$ cat src/inc/synth_defs.svh
`ifndef SYNTH_DEFS_SVH
`define SYNTH_DEFS_SVH

// ----------------------------------------
// register offsets
// ----------------------------------------
`define REG_CTRL 4'h0
`define REG_REFCFG 4'h1
`define REG_NINT 4'h2
`define REG_NUM 4'h3
`define REG_FRAC_DENOMINATOR 4'h4
`define REG_MODCFG 4'h5
`define REG_STATUS 4'h6
`define REG_PFDCNT 4'h7

// ----------------------------------------
// field positions
// ----------------------------------------
`define CTRL_PIN_SEL 2
`define CTRL_CAL_TRIG 3
`define CTRL_SYNC_MODE 4

// ----------------------------------------
// reset values and limits
// ----------------------------------------
`define RST_DIV 8'h01
`define RST_N_INT 19'h00064
`define RST_FRAC_DENOMINATOR 32'h00000001
`define RST_DLY 3'h1
`define RST_PUMP 4'h4
`define PRE_DIV_MAX 8'h80
`define POST_DIV_MAX 8'hFF
`define N_INT_MAX 19'h7FFFF
`define N_INT_FLOOR 19'h0001C
`define CHAN_DIV_MAX 8'hC0
`define CHAN_DIV_HIGH_MAX 8'h06
`define CAL_EXP_MAX 3'h5

// ----------------------------------------
// oscillator range codes (vco / sync divide)
// ----------------------------------------
`define BAND_4000 3'h0
`define BAND_7500 3'h1
`define BAND_10000 3'h2
`define BAND_12500 3'h3
`define BAND_ABOVE 3'h4

// ----------------------------------------
// timing counts
// ----------------------------------------
`define CAL_TICKS 8'h40

`endif

$ cat src/inc/synth_pkg.sv
package synth_pkg;

   typedef struct packed {
      logic wr;
      logic rd;
      logic [3:0] addr;
      logic [31:0] wdata;
   } bus_req_type;

   typedef struct packed {
      logic doubler;
      logic [7:0] pre_div;
      logic [7:0] post_div;
      logic [2:0] cal_exp;
      logic [18:0] n_int;
      logic [31:0] num;
      logic [31:0] frac_denominator;
      logic [1:0] order;
      logic [2:0] dly;
      logic [2:0] band;
      logic [7:0] sync_div;
      logic sync_mode;
      logic [7:0] chan_div;
      logic [3:0] pump;
   } cfg_type;

   typedef enum logic [2:0] {
      CAL_IDLE = 3'b001,
      CAL_RUN = 3'b010,
      CAL_LOCKED = 3'b100
   } cal_state_type;

endpackage : synth_pkg

$ cat src/hw/synth_divider_config.sv
// Our own choices: the strobed register port and the register addresses.
`timescale 1ns/1ns
`include "synth_defs.svh"

// Function
// - pre reference divide 1 to 128
// - post reference divide 1 to 255
// - integer divide 29 up to 524287
// - 32-bit denominator, 1 to max
// - modulator order 0 to 3
// - detector rate from doubler and dividers
// - doubler uses both reference edges
// - calibration clock is reference over 2^exp
// - divide is integer plus numerator/denominator
// - register zero write resets modulator
// - sync extra divide one outside sync
// - select 0 puts readback on pin
// - detector drives pump until aligned
// - select 1 puts lock on pin
// - trigger write starts band calibration

module synth_divider_config
(
   // clock and reset
   input wire logic i_ref_clk,
   input wire logic i_rst_n,
   // register port
   input wire synth_pkg::bus_req_type i_bus,
   output logic [31:0] o_rd_data,
   // feedback divider edge
   input wire logic i_fb_pulse,
   // detector and modulator
   output logic o_pump_up,
   output logic o_pump_dn,
   output logic [3:0] o_pump_current,
   output logic o_n_strobe,
   output logic [19:0] o_n_value,
   // calibration and pin
   output logic o_cal_tick,
   output logic o_shared_output_pin,
   output logic o_cfg_error
);

   // ----------------------------------------
   // register decode
   // ----------------------------------------
   synth_pkg::cfg_type stage_reg;
   synth_pkg::cfg_type act_reg;
   synth_pkg::cfg_type cand;
   synth_pkg::cal_state_type cal_state_reg;
   logic pin_function_select_reg;
   logic chan_err_reg;
   logic applied_reg;
   logic r0_write;
   logic cand_ok;
   logic [31:0] pfd_count_reg;
   logic [31:0] rb_shift_reg;
   logic lock_reg;

   assign r0_write = i_bus.wr && (i_bus.addr == `REG_CTRL);

   always_comb
   begin
      cand = stage_reg;
      cand.sync_mode = i_bus.wdata[`CTRL_SYNC_MODE];
   end

   always_ff @(posedge i_ref_clk)
   begin
      if (!i_rst_n)
      begin
         stage_reg <= '0;
         stage_reg.pre_div <= `RST_DIV;
         stage_reg.post_div <= `RST_DIV;
         stage_reg.n_int <= `RST_N_INT;
         stage_reg.frac_denominator <= `RST_FRAC_DENOMINATOR;
         stage_reg.dly <= `RST_DLY;
         stage_reg.sync_div <= `RST_DIV;
         stage_reg.chan_div <= `RST_DIV;
         stage_reg.pump <= `RST_PUMP;
      end
      else if (i_bus.wr)
      begin
         if (i_bus.addr == `REG_REFCFG)
         begin
            stage_reg.doubler <= i_bus.wdata[0];
            stage_reg.pre_div <= i_bus.wdata[15:8];
            stage_reg.post_div <= i_bus.wdata[23:16];
            stage_reg.cal_exp <= i_bus.wdata[26:24];
         end
         else if (i_bus.addr == `REG_NINT)
            stage_reg.n_int <= i_bus.wdata[18:0];
         else if (i_bus.addr == `REG_NUM)
            stage_reg.num <= i_bus.wdata;
         else if (i_bus.addr == `REG_FRAC_DENOMINATOR)
            stage_reg.frac_denominator <= i_bus.wdata;
         else if (i_bus.addr == `REG_MODCFG)
         begin
            stage_reg.order <= i_bus.wdata[1:0];
            stage_reg.dly <= i_bus.wdata[4:2];
            stage_reg.band <= i_bus.wdata[7:5];
            stage_reg.sync_div <= i_bus.wdata[15:8];
            stage_reg.chan_div <= i_bus.wdata[23:16];
            stage_reg.pump <= i_bus.wdata[27:24];
         end
      end
   end

   // ----------------------------------------
   // configuration check
   // ----------------------------------------
   // minimum divide {min_n, delay}; zero marks a range the order may not use
   function automatic logic [8:0] min_rule(input logic [1:0] order, input logic [2:0] band,
                                           input logic sync);
      logic [8:0] r;
      r = 9'h000;
      case (order)
         2'h0: r = (band <= `BAND_12500) ? {6'd29, 3'd1} : {6'd33, 3'd2};
         2'h1:
         begin
            if (band <= `BAND_10000)
               r = {6'd30, 3'd1};
            else if (band == `BAND_12500)
               r = {6'd34, 3'd2};
            else
               r = {6'd38, 3'd3};
         end
         2'h2:
         begin
            if (band == `BAND_4000)
               r = sync ? {6'd31, 3'd1} : 9'h000;
            else if (band == `BAND_7500)
               r = sync ? {6'd31, 3'd2} : 9'h000;
            else if (band == `BAND_10000)
               r = {6'd32, 3'd2};
            else
               r = {6'd36, 3'd3};
         end
         default:
         begin
            if (band == `BAND_4000)
               r = sync ? {6'd33, 3'd1} : 9'h000;
            else if (band == `BAND_7500)
               r = sync ? {6'd37, 3'd2} : 9'h000;
            else if (band == `BAND_10000)
               r = {6'd41, 3'd3};
            else
               r = {6'd45, 3'd4};
         end
      endcase
      return r;
   endfunction : min_rule

   logic [8:0] rule_sel;

   always_comb
   begin
      rule_sel = min_rule(cand.order, cand.band, cand.sync_mode);
      cand_ok = (rule_sel != 9'h000)
         && (cand.band <= `BAND_ABOVE)
         && (cand.n_int >= {13'h0000, rule_sel[8:3]})
         && (cand.n_int >= `N_INT_FLOOR) && (cand.n_int <= `N_INT_MAX)
         && (cand.dly == rule_sel[2:0])
         && (cand.frac_denominator != 32'h00000000)
         && ((cand.order == 2'h0) || (cand.num < cand.frac_denominator))
         && (cand.pre_div != 8'h00) && (cand.pre_div <= `PRE_DIV_MAX)
         && (cand.post_div != 8'h00) && (cand.post_div <= `POST_DIV_MAX)
         && (cand.cal_exp <= `CAL_EXP_MAX)
         && (cand.sync_mode ? (cand.sync_div != 8'h00) : (cand.sync_div == `RST_DIV));
   end

   // a rejected write leaves act_reg untouched, but still clears the modulator and dividers, and a trigger bit still restarts calibration
   always_ff @(posedge i_ref_clk)
   begin
      if (!i_rst_n)
      begin
         act_reg <= '0;
         act_reg.pre_div <= `RST_DIV;
         act_reg.post_div <= `RST_DIV;
         act_reg.n_int <= `RST_N_INT;
         act_reg.frac_denominator <= `RST_FRAC_DENOMINATOR;
         act_reg.dly <= `RST_DLY;
         act_reg.sync_div <= `RST_DIV;
         act_reg.chan_div <= `RST_DIV;
         act_reg.pump <= `RST_PUMP;
         o_cfg_error <= 1'b0;
         applied_reg <= 1'b0;
         chan_err_reg <= 1'b0;
         pin_function_select_reg <= 1'b0;
      end
      else if (r0_write)
      begin
         pin_function_select_reg <= i_bus.wdata[`CTRL_PIN_SEL];
         o_cfg_error <= !cand_ok;
         applied_reg <= cand_ok;
         // channel divide is software's duty; only reported here
         chan_err_reg <= (cand.chan_div == 8'h00) || (cand.chan_div > `CHAN_DIV_MAX)
            || ((cand.band >= `BAND_12500) && (cand.chan_div > `CHAN_DIV_HIGH_MAX));
         if (cand_ok)
            act_reg <= cand;
      end
   end

   // ----------------------------------------
   // reference path
   // ----------------------------------------
   // doubler counts the falling edge as a second event in the same cycle
   logic [1:0] ref_ticks;
   logic [1:0] pre_ticks;
   logic [1:0] pfd_ticks;

   assign ref_ticks = act_reg.doubler ? 2'h2 : 2'h1;

   tick_divider u_pre_div
   (
      .i_ref_clk(i_ref_clk),
      .i_rst_n(i_rst_n),
      .i_clear(r0_write),
      .i_div(act_reg.pre_div),
      .i_ticks(ref_ticks),
      .o_ticks(pre_ticks)
   );

   tick_divider u_post_div
   (
      .i_ref_clk(i_ref_clk),
      .i_rst_n(i_rst_n),
      .i_clear(r0_write),
      .i_div(act_reg.post_div),
      .i_ticks(pre_ticks),
      .o_ticks(pfd_ticks)
   );

   always_ff @(posedge i_ref_clk)
   begin
      if (!i_rst_n)
         pfd_count_reg <= 32'h00000000;
      else
         pfd_count_reg <= pfd_count_reg + {30'h00000000, pfd_ticks};
   end

   // ----------------------------------------
   // phase detector
   // ----------------------------------------
   logic pfd_event;

   assign pfd_event = (pfd_ticks != 2'h0);

   always_ff @(posedge i_ref_clk)
   begin
      if (!i_rst_n)
      begin
         o_pump_up <= 1'b0;
         o_pump_dn <= 1'b0;
         o_pump_current <= `RST_PUMP;
      end
      else
      begin
         o_pump_current <= act_reg.pump;
         if ((o_pump_up || pfd_event) && (o_pump_dn || i_fb_pulse))
         begin
            o_pump_up <= 1'b0;
            o_pump_dn <= 1'b0;
         end
         else
         begin
            o_pump_up <= o_pump_up || pfd_event;
            o_pump_dn <= o_pump_dn || i_fb_pulse;
         end
      end
   end

   // ----------------------------------------
   // fractional modulator
   // ----------------------------------------
   // steps once per detector cycle; two edges in one clock advance it only once
   logic [31:0] acc_reg [3];
   logic [31:0] acc_next [3];
   logic [2:0] carry;
   logic [2:0] c3_hist_reg;
   logic c2_hist_reg;
   logic signed [4:0] offset;

   genvar gi;
   generate
      for (gi = 0; gi < 3; gi++)
      begin : g_stage
         logic [32:0] sum;
         logic [31:0] feed;
         if (gi == 0)
            assign feed = act_reg.num;
         else
            assign feed = acc_next[gi-1];
         assign sum = {1'b0, acc_reg[gi]} + {1'b0, feed};
         assign carry[gi] = (sum >= {1'b0, act_reg.frac_denominator});
         assign acc_next[gi] = carry[gi]
            ? 32'((sum - {1'b0, act_reg.frac_denominator})) : sum[31:0];
         always_ff @(posedge i_ref_clk)
         begin
            if (!i_rst_n || r0_write)
               acc_reg[gi] <= 32'h00000000;
            else if (pfd_event && (act_reg.order > 2'(gi)))
               acc_reg[gi] <= acc_next[gi];
         end
      end
   endgenerate

   always_comb
   begin
      case (act_reg.order)
         2'h0: offset = 5'sd0;
         2'h1: offset = $signed({4'h0, carry[0]});
         2'h2: offset = $signed({4'h0, carry[0]}) + $signed({4'h0, carry[1]})
            - $signed({4'h0, c2_hist_reg});
         default: offset = $signed({4'h0, carry[0]}) + $signed({4'h0, carry[1]})
            - $signed({4'h0, c2_hist_reg}) + $signed({4'h0, carry[2]})
            - $signed({3'h0, c3_hist_reg[0], 1'b0}) + $signed({4'h0, c3_hist_reg[1]});
      endcase
   end

   always_ff @(posedge i_ref_clk)
   begin
      if (!i_rst_n || r0_write)
      begin
         c2_hist_reg <= 1'b0;
         c3_hist_reg <= 3'h0;
         o_n_strobe <= 1'b0;
         o_n_value <= {1'b0, `RST_N_INT};
      end
      else
      begin
         o_n_strobe <= pfd_event;
         if (pfd_event)
         begin
            c2_hist_reg <= carry[1] && (act_reg.order >= 2'h2);
            c3_hist_reg <= {1'b0, c3_hist_reg[0], carry[2] && (act_reg.order == 2'h3)};
            o_n_value <= 20'(({1'b0, act_reg.n_int}) + 20'(unsigned'(20'(offset))));
         end
      end
   end

   // ----------------------------------------
   // calibration clock and routine
   // ----------------------------------------
   logic [4:0] cal_cnt_reg;
   logic [4:0] cal_mask;
   logic [7:0] cal_steps_reg;

   assign cal_mask = 5'((6'h01 << act_reg.cal_exp) - 6'h01);

   always_ff @(posedge i_ref_clk)
   begin
      if (!i_rst_n)
      begin
         cal_cnt_reg <= 5'h00;
         o_cal_tick <= 1'b0;
      end
      else
      begin
         cal_cnt_reg <= cal_cnt_reg + 5'h01;
         o_cal_tick <= ((cal_cnt_reg & cal_mask) == cal_mask);
      end
   end

   // the routine is paced by the reference, so a missing reference stalls it
   always_ff @(posedge i_ref_clk)
   begin
      if (!i_rst_n)
      begin
         cal_state_reg <= synth_pkg::CAL_IDLE;
         cal_steps_reg <= 8'h00;
      end
      else if (r0_write && i_bus.wdata[`CTRL_CAL_TRIG])
      begin
         cal_state_reg <= synth_pkg::CAL_RUN;
         cal_steps_reg <= 8'h00;
      end
      else
      begin
         case (cal_state_reg)
            synth_pkg::CAL_RUN:
            begin
               if (o_cal_tick)
                  cal_steps_reg <= cal_steps_reg + 8'h01;
               if (o_cal_tick && (cal_steps_reg == `CAL_TICKS - 8'h01))
                  cal_state_reg <= synth_pkg::CAL_LOCKED;
            end
            synth_pkg::CAL_LOCKED: cal_state_reg <= synth_pkg::CAL_LOCKED;
            default: cal_state_reg <= synth_pkg::CAL_IDLE;
         endcase
      end
   end

   // ----------------------------------------
   // read port and shared pin
   // ----------------------------------------
   always_ff @(posedge i_ref_clk)
   begin
      if (!i_rst_n)
      begin
         o_rd_data <= 32'h00000000;
         rb_shift_reg <= 32'h00000000;
         lock_reg <= 1'b0;
         o_shared_output_pin <= 1'b0;
      end
      else
      begin
         lock_reg <= (cal_state_reg == synth_pkg::CAL_LOCKED);
         o_shared_output_pin <= pin_function_select_reg ? lock_reg : rb_shift_reg[31];
         if (i_bus.rd)
         begin
            if (i_bus.addr == `REG_CTRL)
               o_rd_data <= {27'h0000000, act_reg.sync_mode, 1'b0, pin_function_select_reg, 2'h0};
            else if (i_bus.addr == `REG_STATUS)
               o_rd_data <= {27'h0000000, applied_reg, chan_err_reg, o_cfg_error,
                             lock_reg, (cal_state_reg == synth_pkg::CAL_RUN)};
            else if (i_bus.addr == `REG_PFDCNT)
               o_rd_data <= pfd_count_reg;
            else
               o_rd_data <= 32'h00000000;
            rb_shift_reg <= {27'h0000000, applied_reg, chan_err_reg, o_cfg_error,
                             lock_reg, (cal_state_reg == synth_pkg::CAL_RUN)};
         end
         else
            rb_shift_reg <= {rb_shift_reg[30:0], 1'b0};
      end
   end
endmodule : synth_divider_config

$ cat src/hw/tick_divider.sv
`timescale 1ns/1ns
`include "synth_defs.svh"

module tick_divider
(
   // clock and reset
   input wire logic i_ref_clk,
   input wire logic i_rst_n,
   // control
   input wire logic i_clear,
   input wire logic [7:0] i_div,
   // edge counts, 0 to 2 per cycle
   input wire logic [1:0] i_ticks,
   output logic [1:0] o_ticks
);

   logic [7:0] acc_reg;
   logic [8:0] sum;
   logic [8:0] div_x1;
   logic [8:0] div_x2;

   assign sum = {1'b0, acc_reg} + {7'h00, i_ticks};
   assign div_x1 = {1'b0, i_div};
   assign div_x2 = {i_div, 1'b0};

   // a divide of 1 bypasses residue counting and passes both doubled edges straight on
   always_ff @(posedge i_ref_clk)
   begin
      if (!i_rst_n || i_clear)
      begin
         acc_reg <= 8'h00;
         o_ticks <= 2'h0;
      end
      else if (i_div <= `RST_DIV)
      begin
         acc_reg <= 8'h00;
         o_ticks <= i_ticks;
      end
      else if (sum >= div_x2)
      begin
         acc_reg <= 8'((sum - div_x2));
         o_ticks <= 2'h2;
      end
      else if (sum >= div_x1)
      begin
         acc_reg <= 8'((sum - div_x1));
         o_ticks <= 2'h1;
      end
      else
      begin
         acc_reg <= sum[7:0];
         o_ticks <= 2'h0;
      end
   end
endmodule : tick_divider

$ cat config.mk
export PLATFORM = sky130hd
export DESIGN_NAME = synth_divider_config
export DESIGN_NICKNAME = d
export VERILOG_FILES = /design/src/inc/synth_pkg.sv /design/src/hw/synth_divider_config.sv /design/src/hw/tick_divider.sv
export VERILOG_INCLUDE_DIRS = /design/src /design/src/inc
export SDC_FILE = /design/constraint.sdc
export NUM_CORES = 1
export LEC_CHECK = 0
export BUFFER_PORTS_ARGS = -buffer_cell sky130_fd_sc_hd__buf_2
export CORE_ASPECT_RATIO = 1.2
export CORE_UTILIZATION = 30
export CTS_BUF_LIST = sky130_fd_sc_hd__clkbuf_2 sky130_fd_sc_hd__clkbuf_4 sky130_fd_sc_hd__clkbuf_8
export DETAILED_ROUTE_END_ITERATION = 8
export SLEW_MARGIN = 25
export SYNTH_ARGS = -nofsm -noshare
export SYNTH_HDL_FRONTEND = slang
export SYNTH_SLANG_ARGS = --single-unit
$ cat constraint.sdc
create_clock -name i_ref_clk -period 39.4 [get_ports i_ref_clk]
set_clock_uncertainty 0.15 [all_clocks]
set_input_delay 5.91 -clock i_ref_clk [delete_from_list [all_inputs] [get_ports i_ref_clk]]
set_output_delay 5.91 -clock i_ref_clk [all_outputs]
set_load 0.02 [all_outputs]
==> results of run 1 <==
final timing paths:
kind               startpoint               end  depth (start not counted)
max             acc_reg[0][1]     o_n_value[19]                         74
min          rb_shift_reg[11]  rb_shift_reg[12]                          1
max reg2reg     acc_reg[0][1]     o_n_value[19]                         74
min reg2reg  rb_shift_reg[11]  rb_shift_reg[12]                          1
layout make-up:
class / instances / area [µm²] / area share (%)
diodes: 2 / 5.00 / 0.0134
clock buffers: 128 / 1630 / 4.35
clock inverters: 27 / 407 / 1.09
inverters: 187 / 702 / 1.87
multi-input cells: 3003 / 21000 / 56.1
flip-flops and latches: 506 / 11100 / 29.6
well taps: 1485 / 1860 / 4.96
repair buffers: 131 / 734 / 1.96
stage by stage:
| stage | power [W] | std cells |
|---|---|---|
| after detailed placement | 0.00181 | 5312 |
| after global placement | 0.00179 | 5312 |
| after CTS | 0.00238 | 5467 |
| final | 0.00237 | 5469 |
| after global routing | 0.00254 | 5469 |
| after floorplan | 0.00156 | 3846 |
metal layers:
metal / vias up / part of all wire (%)
li1: 13800 / -
met1: 12800 / 44
met2: 487 / 50
met3: 168 / 3.1
met4: 0 / 3.8
met5: - / 0
cell usage after synthesis, drive strengths merged (6+ instances only):
cell type | instances | area [µm²]
a211oi | 37 | 295
a21boi | 146 | 1100
a21o | 115 | 863
a21oi | 253 | 1270
a221oi | 6 | 58.8
a22o | 29 | 254
a31oi | 32 | 206
a41oi | 6 | 60.1
and2 | 123 | 769
and3 | 36 | 225
and4 | 11 | 96.3
buf | 28 | 169
clkbuf | 122 | 458
dfxtp | 410 | 8210
edfxtp | 96 | 2880
fa | 17 | 340
ha | 294 | 3680
inv | 187 | 702
mux2 | 59 | 739
mux2i | 135 | 1350
nand2 | 470 | 1770
nand2b | 25 | 156
nand3 | 90 | 450
nand4 | 42 | 263
nor2 | 216 | 811
nor2b | 144 | 908
nor3 | 50 | 250
nor3b | 6 | 50.1
nor4 | 30 | 203
o211ai | 25 | 198
o21a | 34 | 255
o21ai | 154 | 775
o21bai | 34 | 255
o22ai | 8 | 50.1
o311ai | 7 | 61.3
o31a | 6 | 52.6
o31ai | 13 | 103
or2 | 12 | 75.1
or3 | 19 | 119
or4 | 6 | 45.0
xnor2 | 160 | 1400
xor2 | 85 | 744
report_power, final:
group	switching, W	total, W	internal [W]
sequential	0.00000455	0.000538	0.000534
combinational	0.000731	0.00127	0.000538
clock	0.000235	0.000561	0.000327
worst max-delay path, delay by kind of cell, from the launching register on:
kind / cells / cell delay (ps)
AOI/OAI and AO/OA: 28 / 7230
and+or+nand+nor: 27 / 6070
adders and majority gates: 12 / 4090
buffers and inverters: 4 / 1010
xor gates and xnor gates: 3 / 480
DFF: 1 / 400
cells by family (layout without fill, tap and decap cells):
| group | count (synthesis) | in the layout | synth area share, % |
|---|---|---|---|
| muxes | 194 | 194 | 6.27 |
| buffers and inverters | 337 | 473 | 3.98 |
| DFF | 506 | 506 | 33.2 |
| and+or+nand+nor | 1288 | 1288 | 18.8 |
| AOI/OAI and AO/OA | 965 | 965 | 19.3 |
| xor gates and xnor gates | 245 | 245 | 6.43 |
| other | 0 | 2 | 0 |
| adders and majority gates | 311 | 311 | 12.0 |
==> impl_metrics.yaml, run 1 <==
outcome:
  status: "completed"
timing:
  slew_headroom_pct: 33.5
  worstMarginPinSlew_ps: 995
  setup_slack_ps: 19830
  setup_viol: 0
  fmax_mhz: 51.1
  hold_ws_ps: 277
  fin_tns_setup_ps: 0
  slew_viol_final: 0
  post-route-min-period_ps: 19570
  grt_setup_unrepaired: "false"
  period_share_pct: 49.7
  hold_viol: 0
flow_run:
  cap_viol_max_count: 0
floorplan:
  io_pins: 103
  row_count: 133
  chipWidth_um: 306
  dieArea_um2: 113000
  die_h_um: 367
  initial_core_util_pct: 30.3
  design.core.area_um2: 110000
power_and_ir_drop:
  p_leak_nw: 14.8
  ir_drop_mv: 0.0475
  power_density_nw_per_um2: 63.3
worst_setup_path:
  path_class: "flip-flop to flip-flop"
  crit_slowest_cell: "nor3_1"
  cp_common_cell: "ha_1"
  startpoint_type: "flip-flop"
  cp-end-kind: "flip-flop"
  rrSetupSlack_ps: 19830
  arrival_ps: 20070
  cpPeakStageDelay_ps: 770
  cp_data_required_time_ps: 39900
  crit_fanout: 31
routing:
  num_vias: 27200
  avgRoutedWirePerCell_um: 16.6
  drtPass1Iterations: 6
  detail-route-antenna-nets: 0
  routed_via_density: 4.97
  finalWirelength_um: 90700
  drc: 0
  drt-initial-drc-count: 1438
global_route:
  grtUsageMet1_pct: 18.8
  grt_overflow: 0
  grt_pass1_wl_um: 144000
  antenna_found_initial: 4
  grt_util_all_layers_pct: 15.8
  busiest_layer: "met2"
  first_global_vias: 26700
  met2_usage_pct: 28.5
  grt_start_max_net_pins: 99
  grt_util_met3_pct: 1.73
layout:
  drive_gt1_share_pct: 9.54
  fill_cells: 11400
  syn_to_final_growth_pct: 12.2
  fin_area_um2: 37400
  layout_common_cells: "nand2_1, dfxtp_1, ha_1"
  fin_util_pct: 34.0
  largest_register_ff_count: 131
  final_common_cell: "nand2_1"
  layout.nets: 4268
yosys:
  ys_seq_area_share_pct: 33.2
  ys_warn_count: 0
  synthesis.instances: 3846
  async_flop_share_pct: 0
  synth_ff_type: "dfxtp_1"
  syn_area_per_cell_um2: 8.68
  synth_edf_count: 96
  syn-num-nets: 4198
  ys_types: 92
  ys_seq_elements: 506
  synth_area_um2: 33400
placement:
  io_buffers: 102
  postPlaceCellArea_um2: 35400
  dpl_worst_slack_ps: 19880
  place_congestion: 0.914
  post-dp-hpwl_um: 69700
clock_tree:
  ctsResizeCount: 0
  cts_buffer_depth: 3
  cts.sinks: 506
  clkTransAtPathRegs_ps: 60
  postCtsSetupRepairBufs: 0
  root_buffer: "clkbuf_8"
  clk_latency_ps: 730
  cts_tree: "done"
  ctsHoldBuffers: 0
  cts_max_level: 3
  cts_buffers: 87
worst_hold_path:
  min_path_type: "flip-flop to flip-flop"
No activity file was read; power rests on OpenSTA's default activity.
==> inputs of run 2 (changes only) <==
- clock period: 39.4 -> 18.36 ns (I/O delays scaled with it)
==> impl_metrics.yaml, run 2 (synthesized netlist as in run 1, its figures left out) <==
outcome:
  status: "completed"
placement:
  post-dp-hpwl_um: 69400
  place_congestion: 0.925
  dp.cells: 5321
  io_buffers: 102
  postPlaceCellArea_um2: 35500
power_and_ir_drop:
  swShare_pct: 41.5
  p_comb_share_pct: 54.4
  clkPwrFrac_pct: 23.3
  power_density_nw_per_um2: 137
  power_frac_seq_pct: 22.3
  p_int_w: 0.00303
  p_switching_w: 0.00214
  ir_drop_mv: 0.141
  p_leak_nw: 14.9
worst_setup_path:
  worstRegToRegCells: 73
  cp-end-kind: "flip-flop"
  crit_fanout: 31
  path_class: "flip-flop to flip-flop"
  cpPeakStageDelay_ps: 680
  cp_data_required_time_ps: 18850
  crit_slowest_cell: "a211oi_1"
  startpoint_type: "flip-flop"
  cp_common_cell: "ha_1"
  arrival_ps: 17760
floorplan:
  chipWidth_um: 306
  row_count: 133
  initial_core_util_pct: 30.3
  die_h_um: 367
  design.core.area_um2: 110000
  dieArea_um2: 113000
  io_pins: 103
layout:
  multi_input_area_um2: 21100
  syn_to_final_growth_pct: 12.8
  fill_cells: 11400
  final_common_cell: "nand2_1"
  layout_common_cells: "nand2_1, dfxtp_1, ha_1"
  fin_util_pct: 34.2
  stdcell_count: 5490
  layout.nets: 4285
  drive_gt1_share_pct: 10.2
  fin_area_um2: 37600
  ff_latch_area_um2: 11100
  largest_register_ff_count: 131
global_route:
  grt_start_max_net_pins: 133
  grt_util_all_layers_pct: 15.9
  grt_overflow: 0
  first_global_vias: 27300
  antenna_found_initial: 4
  grt_pass1_wl_um: 145000
routing:
  drtPass1Iterations: 6
  finalWirelength_um: 91000
  num_vias: 27500
  drc: 0
  avgRoutedWirePerCell_um: 16.6
  routed_via_density: 5.01
  drt-initial-drc-count: 1486
  detail-route-antenna-nets: 0
clock_tree:
  cts_buffer_depth: 3
  clkTransAtPathRegs_ps: 70
  cts.sinks: 506
  cts_buffers: 87
  clk_latency_ps: 720
  ctsHoldBuffers: 0
  cts_max_level: 3
  cts_tree: "done"
  root_buffer: "clkbuf_8"
timing:
  hold_viol: 0
  setup_viol: 0
  fin_tns_setup_ps: 0
  fmax_mhz: 57.9
  slew_headroom_pct: 39.0
  slew_viol_final: 0
  worstMarginPinSlew_ps: 913
  grt_setup_unrepaired: "false"
  post-route-min-period_ps: 17270
  period_share_pct: 94.0
worst_hold_path:
  worst_hold_path.num_cells: 1
  min_path_type: "flip-flop to flip-flop"
flow_run:
  cap_viol_max_count: 0
==> run 2: cell count changes in the layout (fill, tap and decap cells not counted), moves of 2 or more <==
cell      change
buf_4        +14
clkbuf_4      +3
a41oi_1       -2
a41oi_2       +2
buf_6         +2
clkinv_2      +2
inv_12        +2
o21ai_0       -2
o21ai_1       +2
o41ai_1       -2
o41ai_2       +2
==> run 2: cell type report <==
type                       instances  share of cell area [%]
multi-input combinational       3003                    55.9
timing repair buffer             148                    2.34
sequential                       506                    29.5
clock buffer                     130                    4.35
antenna                            2                  0.0133
inverter                         187                    1.86
clock inverter                    29                    1.10
tap                             1485                    4.94
==> run 2: power by group through the flow <==
stage	clock [W]	combinational (W)	sequential, W
after floorplan	0	0.00216	0.00118
after global placement	0	0.00273	0.00118
after detailed placement	0	0.00276	0.00118
after CTS	0.00124	0.00277	0.00115
after global routing	0.00129	0.00312	0.00116
final	0.00120	0.00281	0.00115
==> run 2: metal layers <==
metal,up-vias,wire [µm],GRT usage (%)
met2,557,44300,28.3
li1,13800,-,-
met5,-,0,0
met4,0,4300,7.61
met1,12900,39200,18.8
met3,195,3190,2.01
==> run 2: worst paths after layout <==
check                           slack, ps          endpoint        startpoint
worst max-delay path                 1090     o_n_value[19]     acc_reg[0][0]
worst min-delay path                  280  rb_shift_reg[12]  rb_shift_reg[11]
worst max register to register       1090     o_n_value[19]     acc_reg[0][0]
worst min register to register        280  rb_shift_reg[12]  rb_shift_reg[11]
==> run 2: timing repair <==
item                       CTS  global route
resized for setup            0            13
setup buffers                3             5
setup endpoints to repair    1            12
pin swaps                    1             4
==> run 2: worst max-delay path, delay by kind of cell, from the launching register on <==
kind | cells | cell delay, ps
flip-flops | 1 | 380
adder cells (fa/ha/maj) | 12 | 4010
AND/OR/NAND/NOR | 20 | 3580
AO/OA/AOI/OAI | 30 | 7070
buffers and inverters | 7 | 1080
multiplexers | 1 | 370
XOR/XNOR | 3 | 530
==> run 2: metrics by stage <==
stage	worst slack (ps)	power [W]	hold slack, ps
6_report	1090	0.00517	277
5_1_grt	8.71	0.00556	293
4_1_cts	268	0.00517	283
3_5_place_dp	52.2	0.00394	264
3_3_place_gp	419	0.00391	259
2_1_floorplan	2280	0.00334	250
